### src/pkg/ndc_pkg.sv
package ndc_pkg;

  // Geometry
  localparam int ADDR_W       = 20;
  localparam int PIN_ADDR_W   = 10;
  localparam int ROWS         = 512;
  localparam int ROW_CNT_W    = 9;
  localparam int NIBBLE_BEATS = 4;
  localparam int INIT_REFS    = 8;
  localparam int SYNC_STAGES  = 3;

  // Clock
  localparam int CLK_PERIOD_NS = 10;

  // Device timing, ns (fastest grade)
  localparam int T_RAH_NS    = 10;
  localparam int T_RCD_NS    = 20;
  localparam int T_RAC_NS    = 70;
  localparam int T_CAC_NS    = 25;
  localparam int T_CAS_NS    = 25;
  localparam int T_RAS_NS    = 70;
  localparam int T_RP_NS     = 60;
  localparam int T_RC_NS     = 140;
  localparam int T_WP_NS     = 15;
  localparam int T_CHR_NS    = 15;
  localparam int T_NC_NS     = 50;
  localparam int T_NPA_NS    = 40;
  localparam int T_REF_NS    = 8_200_000;
  localparam int T_PAUSE_NS  = 200_000;

  function automatic int ceil_cyc(input int ns);
    return (ns + CLK_PERIOD_NS - 1) / CLK_PERIOD_NS;
  endfunction

  function automatic int max2(input int a, input int b);
    return (a > b) ? a : b;
  endfunction

  // Derived cycle counts
  localparam int C_RAH     = ceil_cyc(T_RAH_NS);
  localparam int C_RCD     = ceil_cyc(T_RCD_NS);
  localparam int C_CAS     = ceil_cyc(T_CAS_NS);
  localparam int C_WP      = ceil_cyc(T_WP_NS);
  localparam int C_CHR     = ceil_cyc(T_CHR_NS);
  localparam int C_RP      = ceil_cyc(T_RP_NS);
  localparam int C_RAS_MIN = max2(ceil_cyc(T_RAS_NS), ceil_cyc(T_RC_NS) - C_RP);
  localparam int C_NCP     = max2(1, ceil_cyc(T_NC_NS) - C_CAS);
  // The agree register behind the flops adds one more cycle before read data is usable
  localparam int C_RD_LOW  = max2(ceil_cyc(T_RAC_NS) - C_RCD, ceil_cyc(T_CAC_NS)) + SYNC_STAGES + 1;
  localparam int C_NIB_LOW = max2(ceil_cyc(T_NPA_NS) - C_NCP, ceil_cyc(T_CAC_NS)) + SYNC_STAGES + 1;
  localparam int C_REF_ROW = T_REF_NS / (ROWS * CLK_PERIOD_NS);
  localparam int C_PAUSE   = T_PAUSE_NS / CLK_PERIOD_NS;

  // Request opcodes
  localparam logic [2:0] OP_READ      = 3'h0;
  localparam logic [2:0] OP_WRITE     = 3'h1;
  localparam logic [2:0] OP_RMW       = 3'h2;
  localparam logic [2:0] OP_NIB_READ  = 3'h3;
  localparam logic [2:0] OP_NIB_WRITE = 3'h4;

  typedef enum logic [10:0] {
    ST_INIT     = 11'h001,
    ST_IDLE     = 11'h002,
    ST_ROW      = 11'h004,
    ST_RCD      = 11'h008,
    ST_CAS      = 11'h010,
    ST_WE_LOW   = 11'h020,
    ST_CAS_UP   = 11'h040,
    ST_RAS_HOLD = 11'h080,
    ST_PRE      = 11'h100,
    ST_CBR_CAS  = 11'h200,
    ST_REF_RAS  = 11'h400
  } ndc_state_e;

endpackage

### src/design/ndc_sync.sv
`timescale 1ns/1ps
`default_nettype none

module ndc_sync (
  // Clock and reset
  input  wire logic clk_i,
  input  wire logic reset_n_i,
  // Pin side
  input  wire logic pin_i,
  // Synchronised level
  output var  logic level_o
);

  logic s1;
  logic s2;
  logic s3;

  always_ff @(posedge clk_i) begin
    if (!reset_n_i) begin
      s1 <= 1'b0;
      s2 <= 1'b0;
      s3 <= 1'b0;
    end else begin
      s1 <= pin_i;
      s2 <= s1;
      s3 <= s2;
    end
  end

  // Only an agreed change passes, which rejects a single-cycle glitch
  always_ff @(posedge clk_i) begin
    if (!reset_n_i) begin
      level_o <= 1'b0;
    end else if (s2 == s3) begin
      level_o <= s3;
    end
  end

endmodule

`default_nettype wire

### src/design/ndc_ctrl.sv
// Contract
// [RULE_01] One megabit array addressed by twenty bits, sent as row then column halves.
// [RULE_02] Device latches row on row strobe fall, column on column strobe fall.
// [RULE_03] Controller holds address stable before each strobe falls.
// [RULE_04] Column address may be presented right after row address hold time.
// [RULE_05] Write enable low selects write, high selects read; reads ignore data in.
// [RULE_06] Device latches data on the later of column strobe or write enable fall.
// [RULE_07] Early write: write enable low before column strobe; data valid at that edge.
// [RULE_08] Delayed write or read-modify-write: data sampled on write enable fall.
// [RULE_09] Read data keeps the polarity it was written with.
// [RULE_10] Data output undriven until column strobe goes low.
// [RULE_11] Read access limited by row strobe, column strobe or column address timing.
// [RULE_12] All 512 rows refreshed within 8.2 ms. The controller drops a refresh tick that comes when the sequencer was not idle the cycle before.
// [RULE_13] Refresh by row-strobe-only, counter refresh, or hidden refresh. The controller never issues hidden refresh.
// [RULE_14] Nibble bursts and read-modify-write supported, nibble cycle time respected.
// [RULE_15] Shared data wire users issue early writes to avoid contention.
// [RULE_16] After power-up: 200 us pause with strobes high, then eight refresh cycles.
// [RULE_17] Write enable low before column strobe keeps output undriven all cycle.
// [RULE_18] Following nibble bits are timed from the column strobe rising edge.
// [RULE_19] Extra column strobe pulses in nibble mode step through four bits cyclically.
// [RULE_20] Every strobe interval meets its minimum and maximum before release.
`timescale 1ns/1ps
`default_nettype none

module ndc_ctrl #(
  parameter int PAUSE_CYCLES = ndc_pkg::C_PAUSE
) (
  // Clock and reset
  input  wire logic                            clk_i,
  input  wire logic                            reset_n_i,
  // Configuration
  input  wire logic                            use_counter_refresh_i,
  // Request port
  input  wire logic                            req_valid_i,
  output var  logic                            req_ready_o,
  input  wire logic [2:0]                      req_op_i,
  input  wire logic [ndc_pkg::ADDR_W-1:0]      req_addr_i,
  input  wire logic [ndc_pkg::NIBBLE_BEATS-1:0] req_wdata_i,
  // Response port
  output var  logic                            rsp_valid_o,
  output var  logic [ndc_pkg::NIBBLE_BEATS-1:0] rsp_rdata_o,
  output var  logic                            init_done_o,
  // Memory pins
  output var  logic                            row_strobe_n_o,
  output var  logic                            col_strobe_n_o,
  output var  logic                            write_enable_n_o,
  output var  logic [ndc_pkg::PIN_ADDR_W-1:0]  mux_address_o,
  output var  logic                            data_in_o,
  input  wire logic                            data_out_i
);
  import ndc_pkg::*;

  localparam int PAUSE_W = $clog2(PAUSE_CYCLES + 1);
  localparam int REF_W   = $clog2(C_REF_ROW + 1);

  ndc_state_e               state;
  logic [7:0]               tmr;
  logic [7:0]               ras_age;
  logic [2:0]               op;
  logic [ADDR_W-1:0]        addr;
  logic [NIBBLE_BEATS-1:0]  wdata;
  logic [1:0]               beat;
  logic                     is_refresh;
  logic                     dout_sync;
  logic [PAUSE_W-1:0]       pause_cnt;
  logic                     pause_done;
  logic [3:0]               init_refs_left;
  logic [REF_W-1:0]         ref_tmr;
  logic                     ref_pending;
  logic [ROW_CNT_W-1:0]     ref_row;
  logic                     ref_start;
  logic                     is_read_op;
  logic                     is_nib_op;
  logic                     is_wr_op;

  // Device output is asynchronous to this clock
  ndc_sync u_dout_sync (
    .clk_i     (clk_i),
    .reset_n_i (reset_n_i),
    .pin_i     (data_out_i),
    .level_o   (dout_sync)
  );

  assign is_read_op = (op == OP_READ) || (op == OP_RMW) || (op == OP_NIB_READ);
  assign is_nib_op  = (op == OP_NIB_READ) || (op == OP_NIB_WRITE);
  assign is_wr_op   = (op == OP_WRITE) || (op == OP_NIB_WRITE);
  assign ref_start  = (state == ST_IDLE) && !(req_valid_i && req_ready_o)
                      && (ref_pending || (init_refs_left != 4'h0));

  // Power-up pause with both strobes high
  always_ff @(posedge clk_i) begin
    if (!reset_n_i) begin
      pause_cnt  <= '0;
      pause_done <= 1'b0;
    end else if (!pause_done) begin
      pause_cnt  <= pause_cnt + 1'b1;
      pause_done <= (pause_cnt == PAUSE_W'(PAUSE_CYCLES - 1)); // [RULE_16]
    end
  end

  // Eight warm-up refreshes before traffic
  always_ff @(posedge clk_i) begin
    if (!reset_n_i) begin
      init_refs_left <= 4'(INIT_REFS);
      init_done_o    <= 1'b0;
    end else begin
      if (ref_start && init_refs_left != 4'h0) begin
        init_refs_left <= init_refs_left - 4'h1; // [RULE_16]
      end
      init_done_o <= (init_refs_left == 4'h0) && (state == ST_IDLE);
    end
  end

  // Distributed refresh: one row per interval whose tick finds init_done_o high (idle last cycle), rounded down so 512 rows fit
  always_ff @(posedge clk_i) begin
    if (!reset_n_i) begin
      ref_tmr     <= '0;
      ref_pending <= 1'b0;
      ref_row     <= '0;
    end else begin
      if (ref_tmr == REF_W'(C_REF_ROW - 1)) begin
        ref_tmr <= '0;
      end else begin
        ref_tmr <= ref_tmr + 1'b1;
      end
      // A tick in the same cycle as the start keeps the request alive
      if (init_done_o && ref_tmr == REF_W'(C_REF_ROW - 1)) begin
        ref_pending <= 1'b1; // [RULE_12]
      end else if (ref_start) begin
        ref_pending <= 1'b0;
      end
      if (ref_start) begin
        ref_row <= ref_row + 1'b1;
      end
    end
  end

  // Sequencer and pins
  always_ff @(posedge clk_i) begin
    if (!reset_n_i) begin
      state            <= ST_INIT;
      tmr              <= 8'h00;
      ras_age          <= 8'h00;
      op               <= OP_READ;
      addr             <= '0;
      wdata            <= '0;
      beat             <= 2'h0;
      is_refresh       <= 1'b0;
      req_ready_o      <= 1'b0;
      rsp_valid_o      <= 1'b0;
      rsp_rdata_o      <= '0;
      row_strobe_n_o   <= 1'b1;
      col_strobe_n_o   <= 1'b1;
      write_enable_n_o <= 1'b1;
      mux_address_o    <= '0;
      data_in_o        <= 1'b0;
    end else begin
      rsp_valid_o <= 1'b0;
      if (tmr != 8'h00) begin
        tmr <= tmr - 8'h01;
      end
      if (ras_age != 8'hff) begin
        ras_age <= ras_age + 8'h01;
      end
      unique case (state)
        ST_INIT: begin
          if (pause_done) begin
            state       <= ST_IDLE;
            req_ready_o <= 1'b0;
          end
        end
        ST_IDLE: begin
          if (req_valid_i && req_ready_o) begin
            op               <= req_op_i;
            addr             <= req_addr_i;
            wdata            <= req_wdata_i;
            beat             <= 2'h0;
            is_refresh       <= 1'b0;
            req_ready_o      <= 1'b0;
            mux_address_o    <= req_addr_i[ADDR_W-1:PIN_ADDR_W]; // [RULE_01] [RULE_03]
            data_in_o        <= req_wdata_i[0];
            // Plain and nibble writes are early: output stays undriven, no contention
            write_enable_n_o <= !((req_op_i == OP_WRITE) || (req_op_i == OP_NIB_WRITE)); // [RULE_07] [RULE_15] [RULE_17]
            state            <= ST_ROW;
          end else if (ref_start) begin
            is_refresh  <= 1'b1;
            req_ready_o <= 1'b0;
            if (use_counter_refresh_i) begin
              col_strobe_n_o <= 1'b0; // [RULE_13]
              state          <= ST_CBR_CAS;
            end else begin
              mux_address_o <= {1'b0, ref_row}; // [RULE_13]
              state         <= ST_ROW;
            end
          end else begin
            req_ready_o <= (init_refs_left == 4'h0);
          end
        end
        ST_ROW: begin
          row_strobe_n_o <= 1'b0; // [RULE_02]
          ras_age        <= 8'h00;
          tmr            <= 8'(C_RCD - 1);
          state          <= is_refresh ? ST_RAS_HOLD : ST_RCD;
        end
        ST_RCD: begin
          // Flow-through latch: column may follow the row hold time at once
          if (tmr == 8'(C_RCD - C_RAH)) begin
            mux_address_o <= addr[PIN_ADDR_W-1:0]; // [RULE_04]
          end
          if (tmr == 8'h00) begin
            col_strobe_n_o <= 1'b0; // [RULE_02] [RULE_06]
            tmr            <= is_read_op ? 8'(C_RD_LOW - 1) : 8'(C_CAS - 1); // [RULE_11]
            state          <= ST_CAS;
          end
        end
        ST_CAS: begin
          if (tmr == 8'h00) begin
            if (is_read_op) begin
              // Sampled only while the column strobe is low, bit kept as is
              rsp_rdata_o[beat] <= dout_sync; // [RULE_05] [RULE_09] [RULE_10]
            end
            if (op == OP_RMW) begin
              data_in_o        <= wdata[0];
              write_enable_n_o <= 1'b0; // [RULE_08] [RULE_14]
              tmr              <= 8'(C_WP - 1);
              state            <= ST_WE_LOW;
            end else begin
              col_strobe_n_o <= 1'b1;
              if (is_nib_op && beat != 2'(NIBBLE_BEATS - 1)) begin
                beat  <= beat + 2'h1; // [RULE_19]
                tmr   <= 8'(C_NCP - 1); // [RULE_14]
                state <= ST_CAS_UP;
              end else begin
                rsp_valid_o <= is_read_op;
                state       <= ST_RAS_HOLD;
              end
            end
          end
        end
        ST_WE_LOW: begin
          if (tmr == 8'h00) begin
            col_strobe_n_o   <= 1'b1;
            write_enable_n_o <= 1'b1;
            rsp_valid_o      <= 1'b1;
            state            <= ST_RAS_HOLD;
          end
        end
        ST_CAS_UP: begin
          data_in_o <= wdata[beat];
          if (tmr == 8'h00) begin
            col_strobe_n_o <= 1'b0;
            // Next bit is timed from the rising edge just past
            tmr            <= is_read_op ? 8'(C_NIB_LOW - 1) : 8'(C_CAS - 1); // [RULE_18]
            state          <= ST_CAS;
          end
        end
        ST_CBR_CAS: begin
          row_strobe_n_o <= 1'b0; // [RULE_13]
          ras_age        <= 8'h00;
          tmr            <= 8'(C_CHR - 1);
          state          <= ST_REF_RAS;
        end
        ST_REF_RAS: begin
          if (tmr == 8'h00) begin
            col_strobe_n_o <= 1'b1;
            state          <= ST_RAS_HOLD;
          end
        end
        ST_RAS_HOLD: begin
          // Row strobe width and cycle time; a nibble burst stays far below the maximum
          if (ras_age >= 8'(C_RAS_MIN - 1)) begin
            row_strobe_n_o   <= 1'b1; // [RULE_20]
            col_strobe_n_o   <= 1'b1;
            write_enable_n_o <= 1'b1;
            tmr              <= 8'(C_RP - 1);
            state            <= ST_PRE;
          end
        end
        ST_PRE: begin
          if (tmr == 8'h00) begin
            state       <= ST_IDLE;
            req_ready_o <= (init_refs_left == 4'h0) && !ref_pending; // [RULE_20]
          end
        end
        default: begin
          state <= ST_IDLE;
        end
      endcase
    end
  end

endmodule

`default_nettype wire

### config.mk
export PLATFORM = sky130hd
export DESIGN_NAME = ndc_ctrl
export DESIGN_NICKNAME = d
export VERILOG_FILES = /design/src/pkg/ndc_pkg.sv /design/src/design/ndc_sync.sv /design/src/design/ndc_ctrl.sv
export SDC_FILE = /design/constraint.sdc
export NUM_CORES = 1
export LEC_CHECK = 0
export BUFFER_PORTS_ARGS = -buffer_cell sky130_fd_sc_hd__buf_2
export CORE_MARGIN = 2
export CORE_UTILIZATION = 53
export CTS_CLUSTER_SIZE = 28
export DETAILED_ROUTE_END_ITERATION = 16
export GPL_ROUTABILITY_DRIVEN = 0
export GPL_TIMING_DRIVEN = 0
export PLACE_DENSITY_LB_ADDON = 0.08
export SLEW_MARGIN = 15
export SYNTH_ARGS = -nofsm -noshare
export SYNTH_HDL_FRONTEND = slang
export SYNTH_HIERARCHICAL = 1
export SYNTH_SLANG_ARGS = --single-unit
### constraint.sdc
create_clock -name clk_i -period 2.1 [get_ports clk_i]
set_input_delay 0.525 -clock clk_i [delete_from_list [all_inputs] [get_ports clk_i]]
set_output_delay 0.525 -clock clk_i [all_outputs]
set_load 0.03 [all_outputs]
==> impl_summary.md <==
Drt
The routed via count is around 5500. The number of optimization iterations in the first detailed-route pass is 6. The wire length on met2 is approximately 7400 um. After detailed routing, the met3 layer carries approximately 1200 um of wire. The post-detailed-route via-to-cell ratio is 5.96.

The highest layer touched by signal routing is met4. Once detail routing completed, the nets flagged for antenna violations numbered 0. The violation count after the first detailed-routing iteration is approximately 430. After detailed routing, the average wire length per cell comes to between 15 and 20 um. The final layout contains routed wiring with a total length of approximately 16000 um. In the routed design, unresolved DRC markers number 0. After detailed routing, the wire length on met1 is 6530 um.

GRT
The via count of the first global-routing pass is about 5000. The maximum number of pins on one net before global-route repair is 17. The global-route usage over all layers is between 20% and 30%. The total grt overflow is 0. The first global-routing pass estimated approximately 24000 um of wire.

The number of antenna violations at the first check in global routing is 0.

Layout
The antenna diode count is 0. In the final layout, flip-flops and latches occupy around 2300 sq um. In the final layout, the multi-input gates occupy ~3300 sq um. The count of placed standard cells in the final layout, fillers left out is between 900 and 1000. After routing the design area is a little over 7000 sq um. After the last flow step, the layout net total stands at between 800 and 900.

The layout has 731 filler cells. The synthesis-to-finish area growth is 30.8%. The share of post-route cells with drive strength above 1 is 24.5%.

Yosys
In the synthesized netlist the dominant register cell turns out to be sky130_fd_sc_hd__dfxtp_1. The number of instances in the synthesized netlist is ~660. The cell area that synthesis handed to floorplanning was between 5000 and 6000 sq um.

The post-synthesis async set-or-reset flop share is 0%. The Yosys step of the flow raised 6 warnings. The net count after synthesis is 704.

After synthesis, the netlist uses 65 different library cells. The number of flops mapped to enable cells by yosys is 0. The portion of synthesized cell area occupied by the leading cell type is between 40% and 50%. The largest total area in the synthesized netlist belongs to sky130_fd_sc_hd__dfxtp_1.

The per-instance average area after synthesis is between 8 and 9 sq um. In the post-synthesis netlist, the biggest area contributors are sky130_fd_sc_hd__dfxtp_1 (41%), sky130_fd_sc_hd__nand2_1 (6.2%), sky130_fd_sc_hd__nor2_1 (5.8%). The flip-flop and latch count after synthesis is between 100 and 150. After synthesis, flip-flops and latches occupy 41.4% of the total area.

Pwr
The total power divided by cell area is 894 nW/um^2. In this run the static leakage power is between 2 and 3 nW. The worst-case vdd ir drop is ~0.57 mV.

Worst setup path
The slowest stage of the critical path belongs to the cell sky130_fd_sc_hd__nor3_1. The startpoint identified for the worst register-to-register timing path is state[1]. In this design, the largest share of critical-path delay is due to simple AND/OR/NAND/NOR gates. By startpoint and endpoint, the worst setup path is classified as flop to flop. Data arrives at the worst endpoint at between 2000 and 3000 ps. The worst setup path is launched from a flop. The critical path goes through buf_4 -> nor3_1 -> nand4_1 -> buf_4 -> nor2_4 -> o21ai_4 -> a311o_1 -> a21oi_2. Of all nets on the critical path, the largest fanout is 5. On the worst path, the slowest cell contributes a delay of between 400 and 500 ps. The number of buffers and inverters on the critical path is 2. In this run the worst setup path begins at state[1].

The cell seen most often among critical-path stages is sky130_fd_sc_hd__buf_4. STA classifies the critical path endpoint as a flop. The required time of the worst setup path is 2560 ps.

STA
Across all setup checks in the final design, the least slack found is -200 ps. Counting I/O delays and the setup requirement, the final critical path takes between 2000 and 2500 ps. Setup repair after global routing could not meet its margin everywhere. Hold timing on the final database bottoms out at a slack of 204 ps. The final count of pins violating max slew was 0. The hold violation count in the final report is 0. For this run, the top clock speed supported by timing is 435 MHz. The portion of the clock cycle consumed by the worst path in the final layout is 110%. Setup violations remaining at the end of the flow were counted as 25. Across the routed clock network, the largest skew measured is approximately 7.3 ps. Setup total negative slack on the finished layout was measured at -2690 ps. At the pin with the least slew margin, the transition time is 683 ps. Headroom to the max-slew limit came out at 54.5%.

Clocking
The clock tree synthesis step divided the H-tree into 4 levels. The later pin in the worst-skew pair is clocked with a latency of 530 ps. The number of clock buffers added by TritonCTS is 17. Buffers inserted to repair hold after CTS numbered 0. The maximum clock path buffer count is 2. The clock net in this run drives a total of 113 sinks. Clock-pin slew was measured on the worst setup and hold paths at 60 ps. The clock tree root driver cell is sky130_fd_sc_hd__clkbuf_8.

TritonCTS built the clock tree.

Floorplanning
The total area inside the core boundary comes to just over 10000 sq um. The area of the die is approximately 11000 sq um. 53 I/O pins were placed. The horizontal die dimension is around 110 um. After floorplanning, the core was divided into 37 placement rows.

The starting density of the core is 53.8%. The overall die height is ~110 um.

Placed design
After detailed placement, the total cell area comes to ~5900 sq um. The number of buffers added on ports is 51. The detailed placer's ending HPWL is between 9000 and 10000 um. The number of instances in the placed design is approximately 850.

Run status
The final reports fail on setup timing. The run finished, with violations left.

Job
Across the run, the number of max-cap violations was 0.

Hold path
The worst hold path belongs to the class input pin to flop. In this run the most critical hold path is launched from data_out_i.
[cell families after synthesis]
kind of cell | share of synthesized area (%)
buf+inv | 3.67
fa+ha+maj | 3.21
simple gates | 29.5
flops | 41.4
mux | 3.00
xor+xnor | 7.54
compound gates | 11.7
[layout make-up]
class / instances / area share (%)
Buffer: 25 / 1.91
Clock buffer: 19 / 6.04
Clock inverter: 13 / 2.24
Inverter: 18 / 0.999
Multi-Input combinational cell: 498 / 46.2
Sequential cell: 113 / 31.8
Tap cell: 136 / 2.38
Timing Repair Buffer: 94 / 8.43
[timing repair]
action	CTS	global route
gates cloned	1	1
pin swaps	19	26
endpoints found under the setup margin	67	66
gates resized for setup	33	53
setup buffers	19	24
[report_power, final]
group / switching (mW) / total, mW / internal, mW / leakage (nW)
Combinational: 0.674 / 1.16 / 0.490 / 1.67
Clock: 1.03 / 2.87 / 1.84 / 0.288
Sequential: 0.104 / 2.35 / 2.24 / 0.916
[sequential cells by signal, indices dropped and copies added, names as in the netlist, 2 cells and up]
name and cells:
addr 10, beat 2, init_refs_left 4, mux_address_o 10, op 3, pause_cnt 15
ras_age 8, ref_row 9, ref_tmr 11, rsp_rdata_o 4, state 11, tmr 8
wdata 4
[final timing paths]
kind                       to  slack, ps  depth (start not counted)
max          mux_address_o[5]       -200                          8
min            u_dout_sync/s1        200                          2
max reg2reg  mux_address_o[5]       -200                          8
min reg2reg    u_dout_sync/s2        440                          1
[metal layers]
| metal | vias to the layer above | track usage [%] |
|---|---|---|
| li1 | 2554 | - |
| met1 | 2578 | 34.3 |
| met2 | 260 | 44.2 |
| met3 | 65 | 7.24 |
| met4 | 0 | 13.0 |
| met5 | - | 0 |
[cell usage in the layout, fill, tap and decap left out, types with 15 or more instances in the layout]
cell type,Yosys,final
sky130_fd_sc_hd__nand4_1,25,25
sky130_fd_sc_hd__xnor2_1,15,15
sky130_fd_sc_hd__dfxtp_1,113,108
sky130_fd_sc_hd__buf_4,0,40
sky130_fd_sc_hd__nand2_1,90,87
sky130_fd_sc_hd__clkbuf_16,0,16
sky130_fd_sc_hd__nand3_1,39,35
sky130_fd_sc_hd__buf_2,7,56
sky130_fd_sc_hd__xor2_1,32,32
sky130_fd_sc_hd__a21oi_1,47,43
sky130_fd_sc_hd__nor2_1,84,79
sky130_fd_sc_hd__inv_1,17,17
[per-stage QoR]
stage,power [mW],util [%],worst slack [ps]
final,6.39,70.4,-200
after global routing,6.63,70.4,-267
after CTS,6.24,67.0,-107
after detailed placement,3.27,58.3,-637
after global placement,3.24,58.3,-551
after floorplan,3.04,-,2.09
[Yosys cell counts (all sizes together) (13+ instances only)]
library cell / count
dfxtp: 113
nand2: 90
nor2: 84
a21oi: 47
nand3: 39
xor2: 32
nand4: 25
clkbuf: 21
inv: 17
xnor2: 15
ha: 14
nor3: 14
o21ai: 14
and3: 13
mux2i: 13
No activity file was read; power rests on OpenSTA's default activity.
